[config.mk]
export PLATFORM = sky130hd
export DESIGN_NAME = dq_top
export DESIGN_NICKNAME = d
export VERILOG_FILES = /design/src/inc/dq_pkg.sv /design/src/rtl/dq_top.sv
export SDC_FILE = /design/constraint.sdc
export NUM_CORES = 1
export LEC_CHECK = 0
export BUFFER_PORTS_ARGS = -buffer_cell sky130_fd_sc_hd__buf_2
export CAP_MARGIN = 10
export CELL_PAD_IN_SITES_DETAIL_PLACEMENT = 1
export CELL_PAD_IN_SITES_GLOBAL_PLACEMENT = 1
export CORE_MARGIN = 10
export CORE_UTILIZATION = 45
export DETAILED_ROUTE_END_ITERATION = 8
export GPL_ROUTABILITY_DRIVEN = 0
export PLACE_DENSITY = 0.8
export SLEW_MARGIN = 10
export SYNTH_ARGS = -nofsm -noshare
export SYNTH_HDL_FRONTEND = slang
export SYNTH_SLANG_ARGS = --single-unit
export TNS_END_PERCENT = 20
[constraint.sdc]
create_clock -name clk -period 2.8 [get_ports clk]
set_input_delay 0.42 -clock clk [delete_from_list [all_inputs] [get_ports clk]]
set_output_delay 0.42 -clock clk [all_outputs]
set_load 0.005 [all_outputs]
[src/inc/dq_pkg.sv]
`default_nettype none
package dq_pkg;
    // ****************************************
    // register map and frame layout
    // ****************************************
    localparam int ADDR_WIDTH = 7;
    localparam int FRAME_WIDTH = 20;
    localparam int SEL_WIDTH = 7;
    localparam int RES_WIDTH = 10;
    localparam int SLOT_COUNT = 4;
    localparam int SLOT_ID_WIDTH = 2;
    localparam int QUEUE_DEPTH = 4;
    localparam int QUEUE_CNT_WIDTH = 3;
    localparam logic [ADDR_WIDTH-1:0] ADDR_SLOT_A = 7'h3a;
    localparam logic [ADDR_WIDTH-1:0] ADDR_SLOT_D = 7'h3d;
    localparam int FRAME_FRESH_POS = 19;
    localparam int FRAME_SEL_LSB = 10;
    localparam int FRAME_RES_LSB = 0;
    localparam logic [1:0] FRAME_ZERO_PAD = 2'h0;
    localparam logic [SLOT_ID_WIDTH-1:0] SLOT_A = 2'h0;
    localparam logic [SLOT_ID_WIDTH-1:0] SLOT_B = 2'h1;

    // ****************************************
    // reset values
    // ****************************************
    localparam logic [SEL_WIDTH-1:0] SEL_RESET = 7'h00;
    localparam logic [RES_WIDTH-1:0] RES_RESET = 10'h000;
    localparam logic [FRAME_WIDTH-1:0] FRAME_RESET = 20'h00000;

    // ****************************************
    // measurement select codes
    // ****************************************
    localparam logic [SEL_WIDTH-1:0] SEL_UNUSED = 7'h00;
    localparam logic [SEL_WIDTH-1:0] SEL_TEST_GROUND = 7'h01;
    localparam logic [SEL_WIDTH-1:0] SEL_TEST_FULL = 7'h02;
    localparam logic [SEL_WIDTH-1:0] SEL_DC_SENSOR_VOLTAGE = 7'h03;
    localparam logic [SEL_WIDTH-1:0] SEL_DC_SENSOR_CURRENT = 7'h04;
    localparam logic [SEL_WIDTH-1:0] SEL_DC_SENSOR_RESISTANCE = 7'h05;
    localparam logic [SEL_WIDTH-1:0] SEL_SQUIB_LOOP = 7'h06;
    localparam logic [SEL_WIDTH-1:0] SEL_BANDGAP_LEVEL = 7'h07;
    localparam logic [SEL_WIDTH-1:0] SEL_BANDGAP_MONITOR_LEVEL = 7'h08;
    localparam logic [SEL_WIDTH-1:0] SEL_TEMPERATURE = 7'h0a;
    localparam logic [SEL_WIDTH-1:0] SEL_DC_SENSOR_CH0 = 7'h0b;
    localparam logic [SEL_WIDTH-1:0] SEL_DC_SENSOR_CH3 = 7'h0e;
    localparam logic [SEL_WIDTH-1:0] SEL_SUPPLY_FIRST = 7'h20;
    localparam logic [SEL_WIDTH-1:0] SEL_SUPPLY_GAP = 7'h25;
    localparam logic [SEL_WIDTH-1:0] SEL_WATCHDOG_DISABLE_PIN = 7'h2b;
    localparam logic [SEL_WIDTH-1:0] SEL_OUTPUT_DRIVER0_DRAIN = 7'h2c;
    localparam logic [SEL_WIDTH-1:0] SEL_OUTPUT_DRIVER1_SOURCE = 7'h2f;
    localparam logic [SEL_WIDTH-1:0] SEL_REMOTE_SENSOR_SUPPLY_0 = 7'h32;

    // ****************************************
    // filter sample counts
    // ****************************************
    localparam int SAMPLE_WIDTH = 4;
    localparam logic [SAMPLE_WIDTH-1:0] SAMPLES_LONG_DEFAULT = 4'h8;
    localparam logic [SAMPLE_WIDTH-1:0] SAMPLES_SHORT_DEFAULT = 4'h4;

    // ****************************************
    // state machine
    // ****************************************
    typedef enum logic [1:0] {
        DQ_IDLE = 2'b01,
        DQ_BUSY = 2'b10
    } dq_state_type;
endpackage : dq_pkg
`default_nettype wire

[src/rtl/dq_top.sv]
// Behaviour
// - four independent command slots, each with its own outstanding conversion
// - pair ab ready bit is fresh flag A or fresh flag B
// - pair cd ready bit is fresh flag C or fresh flag D
// - fresh flag sets on completion, clears when host reads the slot
// - reading keeps the result; only a newer conversion replaces it
// - requests arriving while busy wait in a pending queue
// - queued conversions run in the order their slots first joined the queue
// - queue holds four entries, all slots requestable back to back
// - second request to a waiting slot replaces its older request
// - result goes only to the slot that requested it; resistance in slot A also writes slot B
// - each slot carries a 7-bit measurement select field
// - code 3 converts DC sensor voltage, code 4 its current
// - code 6 converts the selected squib or pyroswitch loop output
// - code 7 converts bandgap level, code 8 bandgap monitor level
// - codes 11 to 14 convert DC sensor channels 0 to 3, 10 temperature
// - codes 32 to 43 except 37 convert supply and pin voltages in listed order
// - codes 44 to 47 convert drain and source of output drivers 0, 1
// - code 50 converts remote sensor supply channel 0
// - resistance only via slot A; current into A, voltage into B
// - non DC sensor, squib, temperature conversions filter 4 samples, configurable
`default_nettype none
module dq_top (
    input wire logic clk,
    input wire logic reset_n,
    input wire logic cmd_valid,
    input wire logic cmd_write,
    input wire logic [dq_pkg::ADDR_WIDTH-1:0] cmd_addr,
    input wire logic [dq_pkg::FRAME_WIDTH-1:0] cmd_wdata,
    output logic rsp_valid,
    output logic [dq_pkg::FRAME_WIDTH-1:0] rsp_rdata,
    input wire logic [dq_pkg::SAMPLE_WIDTH-1:0] system_configuration_long_samples,
    input wire logic [dq_pkg::SAMPLE_WIDTH-1:0] system_configuration_short_samples,
    output logic conv_start,
    output logic [dq_pkg::SEL_WIDTH-1:0] conversion_select,
    output logic [dq_pkg::SAMPLE_WIDTH-1:0] conv_samples,
    input wire logic conv_done,
    input wire logic [dq_pkg::RES_WIDTH-1:0] conversion_result,
    input wire logic [dq_pkg::RES_WIDTH-1:0] conversion_result_aux,
    output logic conversion_ready_pair_ab,
    output logic conversion_ready_pair_cd
);
    import dq_pkg::*;

    // ****************************************
    // state
    // ****************************************
    typedef struct packed {
        dq_state_type state;
        logic [SLOT_COUNT-1:0][SEL_WIDTH-1:0] sel;
        logic [SLOT_COUNT-1:0][RES_WIDTH-1:0] res;
        logic [SLOT_COUNT-1:0] fresh;
        logic [SLOT_COUNT-1:0] pending;
        logic [QUEUE_DEPTH-1:0][SLOT_ID_WIDTH-1:0] queue;
        logic [QUEUE_CNT_WIDTH-1:0] count;
        logic [SLOT_ID_WIDTH-1:0] active;
        logic active_pair;
        logic start;
        logic [SEL_WIDTH-1:0] conv_sel;
        logic [SAMPLE_WIDTH-1:0] samples;
        logic rsp_valid;
        logic [FRAME_WIDTH-1:0] rsp_data;
    } dq_regs_type;

    dq_regs_type s_q;
    dq_regs_type s_d;

    // ****************************************
    // select decoding
    // ****************************************
    // codes that map to a real internal node; everything else is unused
    function automatic logic dq_code_used(input logic [SEL_WIDTH-1:0] code);
        logic used;
        used = 1'b0;
        if (code >= SEL_TEST_GROUND && code <= SEL_BANDGAP_MONITOR_LEVEL) begin
            used = 1'b1;
        end
        if (code >= SEL_TEMPERATURE && code <= SEL_DC_SENSOR_CH3) begin
            used = 1'b1;
        end
        if (code >= SEL_SUPPLY_FIRST && code <= SEL_WATCHDOG_DISABLE_PIN) begin
            used = (code != SEL_SUPPLY_GAP);
        end
        if (code >= SEL_OUTPUT_DRIVER0_DRAIN && code <= SEL_OUTPUT_DRIVER1_SOURCE) begin
            used = 1'b1;
        end
        if (code == SEL_REMOTE_SENSOR_SUPPLY_0) begin
            used = 1'b1;
        end
        return used;
    endfunction : dq_code_used

    // dc sensor, squib loop and temperature take the long filter
    function automatic logic dq_code_long(input logic [SEL_WIDTH-1:0] code);
        logic is_long;
        is_long = 1'b0;
        if (code >= SEL_DC_SENSOR_VOLTAGE && code <= SEL_SQUIB_LOOP) begin
            is_long = 1'b1;
        end
        if (code >= SEL_TEMPERATURE && code <= SEL_DC_SENSOR_CH3) begin
            is_long = 1'b1;
        end
        return is_long;
    endfunction : dq_code_long

    function automatic logic dq_is_slot(input logic [ADDR_WIDTH-1:0] addr);
        return (addr >= ADDR_SLOT_A) && (addr <= ADDR_SLOT_D);
    endfunction : dq_is_slot

    // ****************************************
    // next state
    // ****************************************
    always_comb begin
        logic access;
        logic push;
        logic [SLOT_ID_WIDTH-1:0] slot;
        logic [ADDR_WIDTH-1:0] offs;
        logic [SEL_WIDTH-1:0] code;
        access = 1'b0;
        push = 1'b0;
        slot = SLOT_A;
        offs = '0;
        code = SEL_UNUSED;
        s_d = s_q;
        s_d.start = 1'b0;
        s_d.rsp_valid = 1'b0;

        // host access: every slot access returns the frame and counts as read-out
        access = cmd_valid && dq_is_slot(cmd_addr);
        offs = cmd_addr - ADDR_SLOT_A;
        slot = offs[SLOT_ID_WIDTH-1:0];
        if (cmd_valid) begin
            s_d.rsp_valid = 1'b1;
            s_d.rsp_data = FRAME_RESET;
        end
        if (access) begin
            s_d.rsp_data = {s_q.fresh[slot], FRAME_ZERO_PAD, s_q.sel[slot],
                            s_q.res[slot]};
            s_d.fresh[slot] = 1'b0;
            if (cmd_write) begin
                s_d.sel[slot] = cmd_wdata[SEL_WIDTH-1:0];
                push = !s_q.pending[slot];
            end
        end

        // completion; the set is applied after the read clear so it wins
        if (s_q.state == DQ_BUSY && conv_done) begin
            s_d.res[s_q.active] = conversion_result;
            s_d.fresh[s_q.active] = 1'b1;
            if (s_q.active_pair) begin
                s_d.res[SLOT_B] = conversion_result_aux;
                s_d.fresh[SLOT_B] = 1'b1;
            end
            s_d.state = DQ_IDLE;
        end

        // start the oldest waiting request once the converter is free
        if (s_q.state == DQ_IDLE && s_q.count != '0) begin
            s_d.active = s_q.queue[0];
            s_d.pending[s_q.queue[0]] = 1'b0;
            code = s_d.sel[s_q.queue[0]];
            s_d.active_pair = 1'b0;
            if (code == SEL_DC_SENSOR_RESISTANCE) begin
                if (s_q.queue[0] == SLOT_A) begin
                    s_d.active_pair = 1'b1;
                end else begin
                    code = SEL_UNUSED;
                end
            end
            if (!dq_code_used(code) && code != SEL_DC_SENSOR_RESISTANCE) begin
                code = SEL_UNUSED;
            end
            s_d.conv_sel = code;
            s_d.samples = dq_code_long(code) ? system_configuration_long_samples
                                             : system_configuration_short_samples;
            s_d.start = 1'b1;
            s_d.state = DQ_BUSY;
            for (int i = 0; i < QUEUE_DEPTH - 1; i++) begin
                s_d.queue[i] = s_q.queue[i + 1];
            end
            s_d.queue[QUEUE_DEPTH-1] = SLOT_A;
            s_d.count = s_q.count - 1'b1;
        end

        // new request joins the tail of the queue
        if (push) begin
            s_d.queue[s_d.count[SLOT_ID_WIDTH-1:0]] = slot;
            s_d.count = s_d.count + 1'b1;
            s_d.pending[slot] = 1'b1;
        end
    end

    // ****************************************
    // registers
    // ****************************************
    always_ff @(posedge clk or negedge reset_n) begin
        if (!reset_n) begin
            s_q.state <= DQ_IDLE;
            s_q.sel <= {SLOT_COUNT{SEL_RESET}};
            s_q.res <= {SLOT_COUNT{RES_RESET}};
            s_q.fresh <= '0;
            s_q.pending <= '0;
            s_q.queue <= '0;
            s_q.count <= '0;
            s_q.active <= SLOT_A;
            s_q.active_pair <= 1'b0;
            s_q.start <= 1'b0;
            s_q.conv_sel <= SEL_UNUSED;
            s_q.samples <= SAMPLES_SHORT_DEFAULT;
            s_q.rsp_valid <= 1'b0;
            s_q.rsp_data <= FRAME_RESET;
        end else begin
            s_q <= s_d;
        end
    end

    // ****************************************
    // outputs
    // ****************************************
    assign rsp_valid = s_q.rsp_valid;
    assign rsp_rdata = s_q.rsp_data;
    assign conv_start = s_q.start;
    assign conversion_select = s_q.conv_sel;
    assign conv_samples = s_q.samples;
    assign conversion_ready_pair_ab = s_q.fresh[0] | s_q.fresh[1];
    assign conversion_ready_pair_cd = s_q.fresh[2] | s_q.fresh[3];
endmodule : dq_top
`default_nettype wire

# Yosys cells after proc, flatten, opt, wreduce, memory -nomap -nowiden
# Index checks and enable logic that the tools add are counted.
# word_totals
reg_bits	125
in_bits	60
output_inout_bits	35
wordCells	139
# classes
add_sub_neg	3
n_lt_le_gt_ge	22
eq_ne	6
muxes	56
bitwise_logic	8
reduce_logical	21
# op_table
op	n
28-bit two-way mux	2
7-bit two-way mux	8
40-bit bitwise mux	1
10-bit two-way mux	3
30-bit two-way mux	1
7-bit binary-select mux with 2-bit select	2
28-bit bitwise mux	1
7-bit by 6-bit >= comparator with 1-bit output (second input constant)	3
7-bit by 4-bit less-or-equal comparator with 1-bit output (second input constant)	3
7-bit by 6-bit less-or-equal comparator with 1-bit output (second input constant)	3
21-bit two-way mux	1
10-bit binary-select mux with 2-bit select	1
10-bit demux with 2-bit select	1
20-bit two-way mux	1
1-bit two-way mux	19
1-bit logical AND	15
15-bit two-way mux	1
7-bit demux with 2-bit select	1
7-bit by 4-bit >= comparator with 1-bit output (second input constant)	2
2-bit by 3-bit < comparator with 1-bit output (second input constant)	4
4-bit two-way mux	3
4-bit bitwise AND	2
8-bit bitwise mux	1
2-bit by 1-bit >= comparator with 1-bit output (second input constant)	4
23 further kinds	33

# Logic depth before layout (Yosys ltp)
# depth
depth_word	38
mapped_depth	12
mapped_depth_nobuf	12

# Least setup slack after synthesis
# No wires, ideal clock.
# synth_timing
path_type	input to register
start	in cmd_addr[0] (netlist name)
end	reg s_q[40] (netlist name)
setup_time_ns	0.137
arrival_ns	2.324
t_required_ns	2.663
path_slack_ns	0.339
stages	7
n_path_buf	2
cell_sequence	buf_4 -> clkbuf_1 -> mux4_2 -> nor3b_1 -> nand2_1 -> nand2_1 -> o21ai_0
# synth_lines
element	line_no	text
start, declared	dq_top.sv:28	input wire logic [dq_pkg::ADDR_WIDTH-1:0] cmd_addr,
end, declared	dq_top.sv:65	dq_regs_type s_q;

# Worst setup path after layout
# layout_timing
start	reg s_q[39] (netlist name)
end	reg s_q (netlist bit conversion_select[1])
# layout_between
elab_chain_len	17
word_cells_on_any_way	32
classes_between	8 x order compare; 4 x eq/ne; 13 x mux; 7 x reduce/logical
# layout_rtl
element	line_no	text
7-bit binary-select mux with 2-bit select	dq_top.sv:161	code = s_d.sel[s_q.queue[0]];
7-bit two-way mux (not written as such)	dq_top.sv:161	
7-bit by 3-bit == test with 1-bit output or 7-bit two-way mux (tied branches)	dq_top.sv:163, dq_top.sv:164	
7-bit two-way mux *	dq_top.sv:163	if (code == SEL_DC_SENSOR_RESISTANCE) begin
7-bit two-way mux *	dq_top.sv:158	if (s_q.state == DQ_IDLE && s_q.count != '0) begin
7-bit by 1-bit >= comparator with 1-bit output or 7-bit by 4-bit less-or-equal comparator with 1-bit output (tied branches)	dq_top.sv:75	if (code >= SEL_TEST_GROUND && code <= SEL_BANDGAP_MONITOR_LEVEL) begin
1-bit logical AND	dq_top.sv:75	
1-bit two-way mux	dq_top.sv:75	
1-bit two-way mux	dq_top.sv:78	if (code >= SEL_TEMPERATURE && code <= SEL_DC_SENSOR_CH3) begin
1-bit two-way mux	dq_top.sv:81	if (code >= SEL_SUPPLY_FIRST && code <= SEL_WATCHDOG_DISABLE_PIN) begin
1-bit two-way mux	dq_top.sv:84	if (code >= SEL_OUTPUT_DRIVER0_DRAIN && code <= SEL_OUTPUT_DRIVER1_SOURCE) begin
1-bit two-way mux	dq_top.sv:87	if (code == SEL_REMOTE_SENSOR_SUPPLY_0) begin
1-bit two-way mux	dq_top.sv:158	
1-bit zero test	dq_top.sv:170	if (!dq_code_used(code) && code != SEL_DC_SENSOR_RESISTANCE) begin
1-bit logical AND	dq_top.sv:170	
7-bit two-way mux *	dq_top.sv:170	
7-bit two-way mux *	dq_top.sv:158	
# Mark *: on every way between the ends. The rest lies on a longest branch, timed or not. The select of a mux whose other input is x is not followed.
# A chain may end at the register's enable or synchronous reset.

==> impl_results.md <==
* CP Max Fanout at 5
* TritonRoute pass-1 iters at 5
* WL met1 at 8.396 mm
* P&R area growth vs syn at 17.50%
* DP Wirelength at between 10 and 15 mm
* RSZ-0062 raised after global routing: false
* Crit. End Element: flop
* Initial antenna violation count at 2
* H-tree levels at 4
* Layout Utilization at 0.5361
* Endpoints failing hold at 0
* Setup CP Type: flop to flop
* CTS max path bufs at 2
* Top layer in use: met4
* GRT Util Overall at 0.2079
* Num CTS Buffers at 17
* Starting DRT DRC Count at 486
* DIE AREA at 19930 um^2
* Sequential area share after synthesis at 0.4663
* Multi-input gate area at 2924 um^2
* Top_reg_cell synth: dfrtp_1
* Ports at 95
* Max-cap violation count at 0
* Crit path largest cell delay at ~0.45 ns
* Register area at 3080 um^2
* Leak Pwr at 3.603 nW
* Final setup viols at 0
* Layout Cells excl Fill at 882
* Least-Margin Pin Slew at 0.6266 ns
* Peak Freq at 0.3806 GHz
* Via count at 5264
* Met2 routed WL at about 10 mm
* Top Family by Delay on Critical Path: compound AO/OA/AOI/OAI gates
* Average vias per placed instance at 5.968
* Min Tclk post-route at 2.627 ns
* Synth async-reset ratio at 1.000
* Clk Tree Root Cell: clkbuf_16
* Worst Setup Start Kind: flop
* Max IR drop VDD at 0.5452 mV
* Die height at around 140 um
* Final Cell Area at 7762 um^2
* Worst hold path class: input port to flop
* Hold_ws at 0.2455 ns
* Synth top area share at 0.4583
* Max-slew violation count at 0
* Number of global-route vias before repair at between 5000 and 6000
* Worst path cell trace: xor2_2 > nor4b_2 > buf_4 > a211oi_2 > a22oi_1 > or2_1 > o32a_1 > a41oi_1 > o21ai_1
* Starting Density at 0.4563
* Routed wire length at approximately 20 mm
* Most frequent cell after synthesis: dfrtp_1
* Mapped Cells at 614
* Share of cells above drive strength 1 at 0.3400
* Met3 wire length at 1.072 mm
* Placed cell area at 7133 um^2
* WP buf/inv at 1
* Yosys top cell by area: dfrtp_1
* Mean Syn Cell Area at 10.76 um^2
* Clk slew on worst S/H paths at 0.07 ns
* First-pass GRT wire length at 32.55 mm
* Post-synth top cells: 121 x dfrtp_1, 58 x inv_1, 49 x nand2_1, 47 x mux2_2, 35 x buf_4
* Status: completed
* Syn Std Cell Area at 6606 um^2
* Power Density at 575.5 nW/um^2
* Final worst-path cycle share at 0.9383
* EDFF count, synth at 0
* Worst EP required at between 3 and 4 ns
* Die Wd at approximately 140 um
* Core box area at between 10000 and 15000 um^2
* Rel. slew slack at 0.5812
* GRT overflow at 0
* Cell row count at 44
* Sink Count at approximately 120
* DRC Markers at 0
* Post-route ant nets at 0
* Final nets at about 750
* Largest net degree at the start of global routing at 43
* CP max stage cell: dfrtp_1
* TritonCTS clock tree: built
* Critical Path AT at 2.90 ns
* Synth area leaders: dfrtp_1 46%, mux2_2 8.0%, mux4_2 6.5%, buf_4 4.0%, inv_1 3.3%
* Ys Warns at 0
* Setup Skew at ~0.014 ns
* # port buffers at 79
* FILL cells at 1597
* Cell variety after synth at 73
* Worst skew pair latency at 0.43 ns
* Drt wl/cell at between 20 and 25 um
* Yosys reg bits at 123
* Inst Count DP at 849
-- cell families after synthesis --
| logic type | share of synthesized area |
|---|---|
| adders and majority gates | 0.01136 |
| DFF | 0.4663 |
| other | 0.0005676 |
| muxes | 0.1616 |
| buffers and inverters | 0.09280 |
| xor gates and xnor gates | 0.006441 |
| and+or+nand+nor | 0.1144 |
| AOI/OAI and AO/OA | 0.1466 |
-- power by group --
group | internal [mW] | switching, mW | total, mW
combinational | 0.128 | 0.201 | 0.329
clock | 1.47 | 0.836 | 2.31
sequential | 1.81 | 0.0256 | 1.83
total | 3.40 | 1.06 | 4.47
-- path summary, 6_finish.rpt --
kind / from / to / slack (ns) / cells after the start
min in group asynchronous: reset_n / s_q[86] / 0.48 / 2
max reg2reg: s_q[39] / conversion_select[1] / 0.17 / 9
max: s_q[39] / conversion_select[1] / 0.17 / 9
max in group asynchronous: reset_n / s_q[90] / 1.56 / 3
min: conversion_result_aux[1] / s_q[66] / 0.25 / 3
min reg2reg: conversion_select[6] / conversion_select[6] / 0.48 / 1
-- through the flow --
stage | setup slack [ns] | power, mW | TNS (ns)
after floorplan | 0.3390 | 2.013 | 0
after global placement | 0.03957 | 2.157 | 0
after detailed placement | -0.08367 | 2.176 | -0.3625
after CTS | 0.2001 | 4.471 | 0
after global routing | 0.01961 | 4.594 | 0
final | 0.1726 | 4.467 | 0
-- worst register-to-register path, cell delays in order (launching register included) --
cell	delay (ns)
dfrtp_1	0.45
xor2_2	0.33
nor4b_2	0.11
buf_4	0.17
a211oi_2	0.22
a22oi_1	0.16
or2_1	0.30
o32a_1	0.41
a41oi_1	0.23
o21ai_1	0.11
-- sequential cells by signal (all words and copies together), names as in the netlist --
register / count
conv_samples: 4
conv_start: 1
conversion_select: 7
rsp_rdata: 18
rsp_valid: 1
s_q: 92
-- cell type report --
cell class                      count  share of cell area
Antenna cell                        1           0.0003224
Clock buffer                       22             0.06109
Clock inverter                      9             0.01741
Inverter                           58             0.02805
Multi-Input combinational cell    368              0.3767
Sequential cell                   123              0.3968
Tap cell                          184             0.02966
Timing Repair Buffer              117             0.08994
-- placed cells by master (no fill, tap or decap), types with 4 or more instances in the layout --
master,instances
nand3_1,12
a221oi_1,4
buf_2,78
a21oi_1,9
inv_1,58
clkbuf_16,17
ha_1,6
mux4_2,19
buf_4,37
a22oi_1,22
mux2i_1,11
or2_2,4
nor3_1,9
o21ai_0,31
dfrtp_1,121
mux2_2,47
and2_1,6
nand2b_1,5
nand2_1,49
o22ai_1,19
o21ai_1,8
nor2_1,30
a311oi_1,7
a41oi_1,4
or3_1,5
-- routing by layer --
| layer | track usage | vias to the layer above |
|---|---|---|
| met2 | 0.3432 | 196 |
| li1 | - | 2306 |
| met4 | 0.1071 | 0 |
| met5 | 0 | - |
| met1 | 0.2482 | 2704 |
| met3 | 0.04703 | 58 |
-- what timing repair did --
| action | CTS | global route |
|---|---|---|
| endpoints found under the hold margin | 26 | 0 |
| buffers inserted | 0 | 0 |
| endpoints found under the setup margin | 0 | 1 |
| hold buffers | 1 | 0 |
| gates resized for setup | 0 | 2 |
No activity file was read; power rests on OpenSTA's default activity.
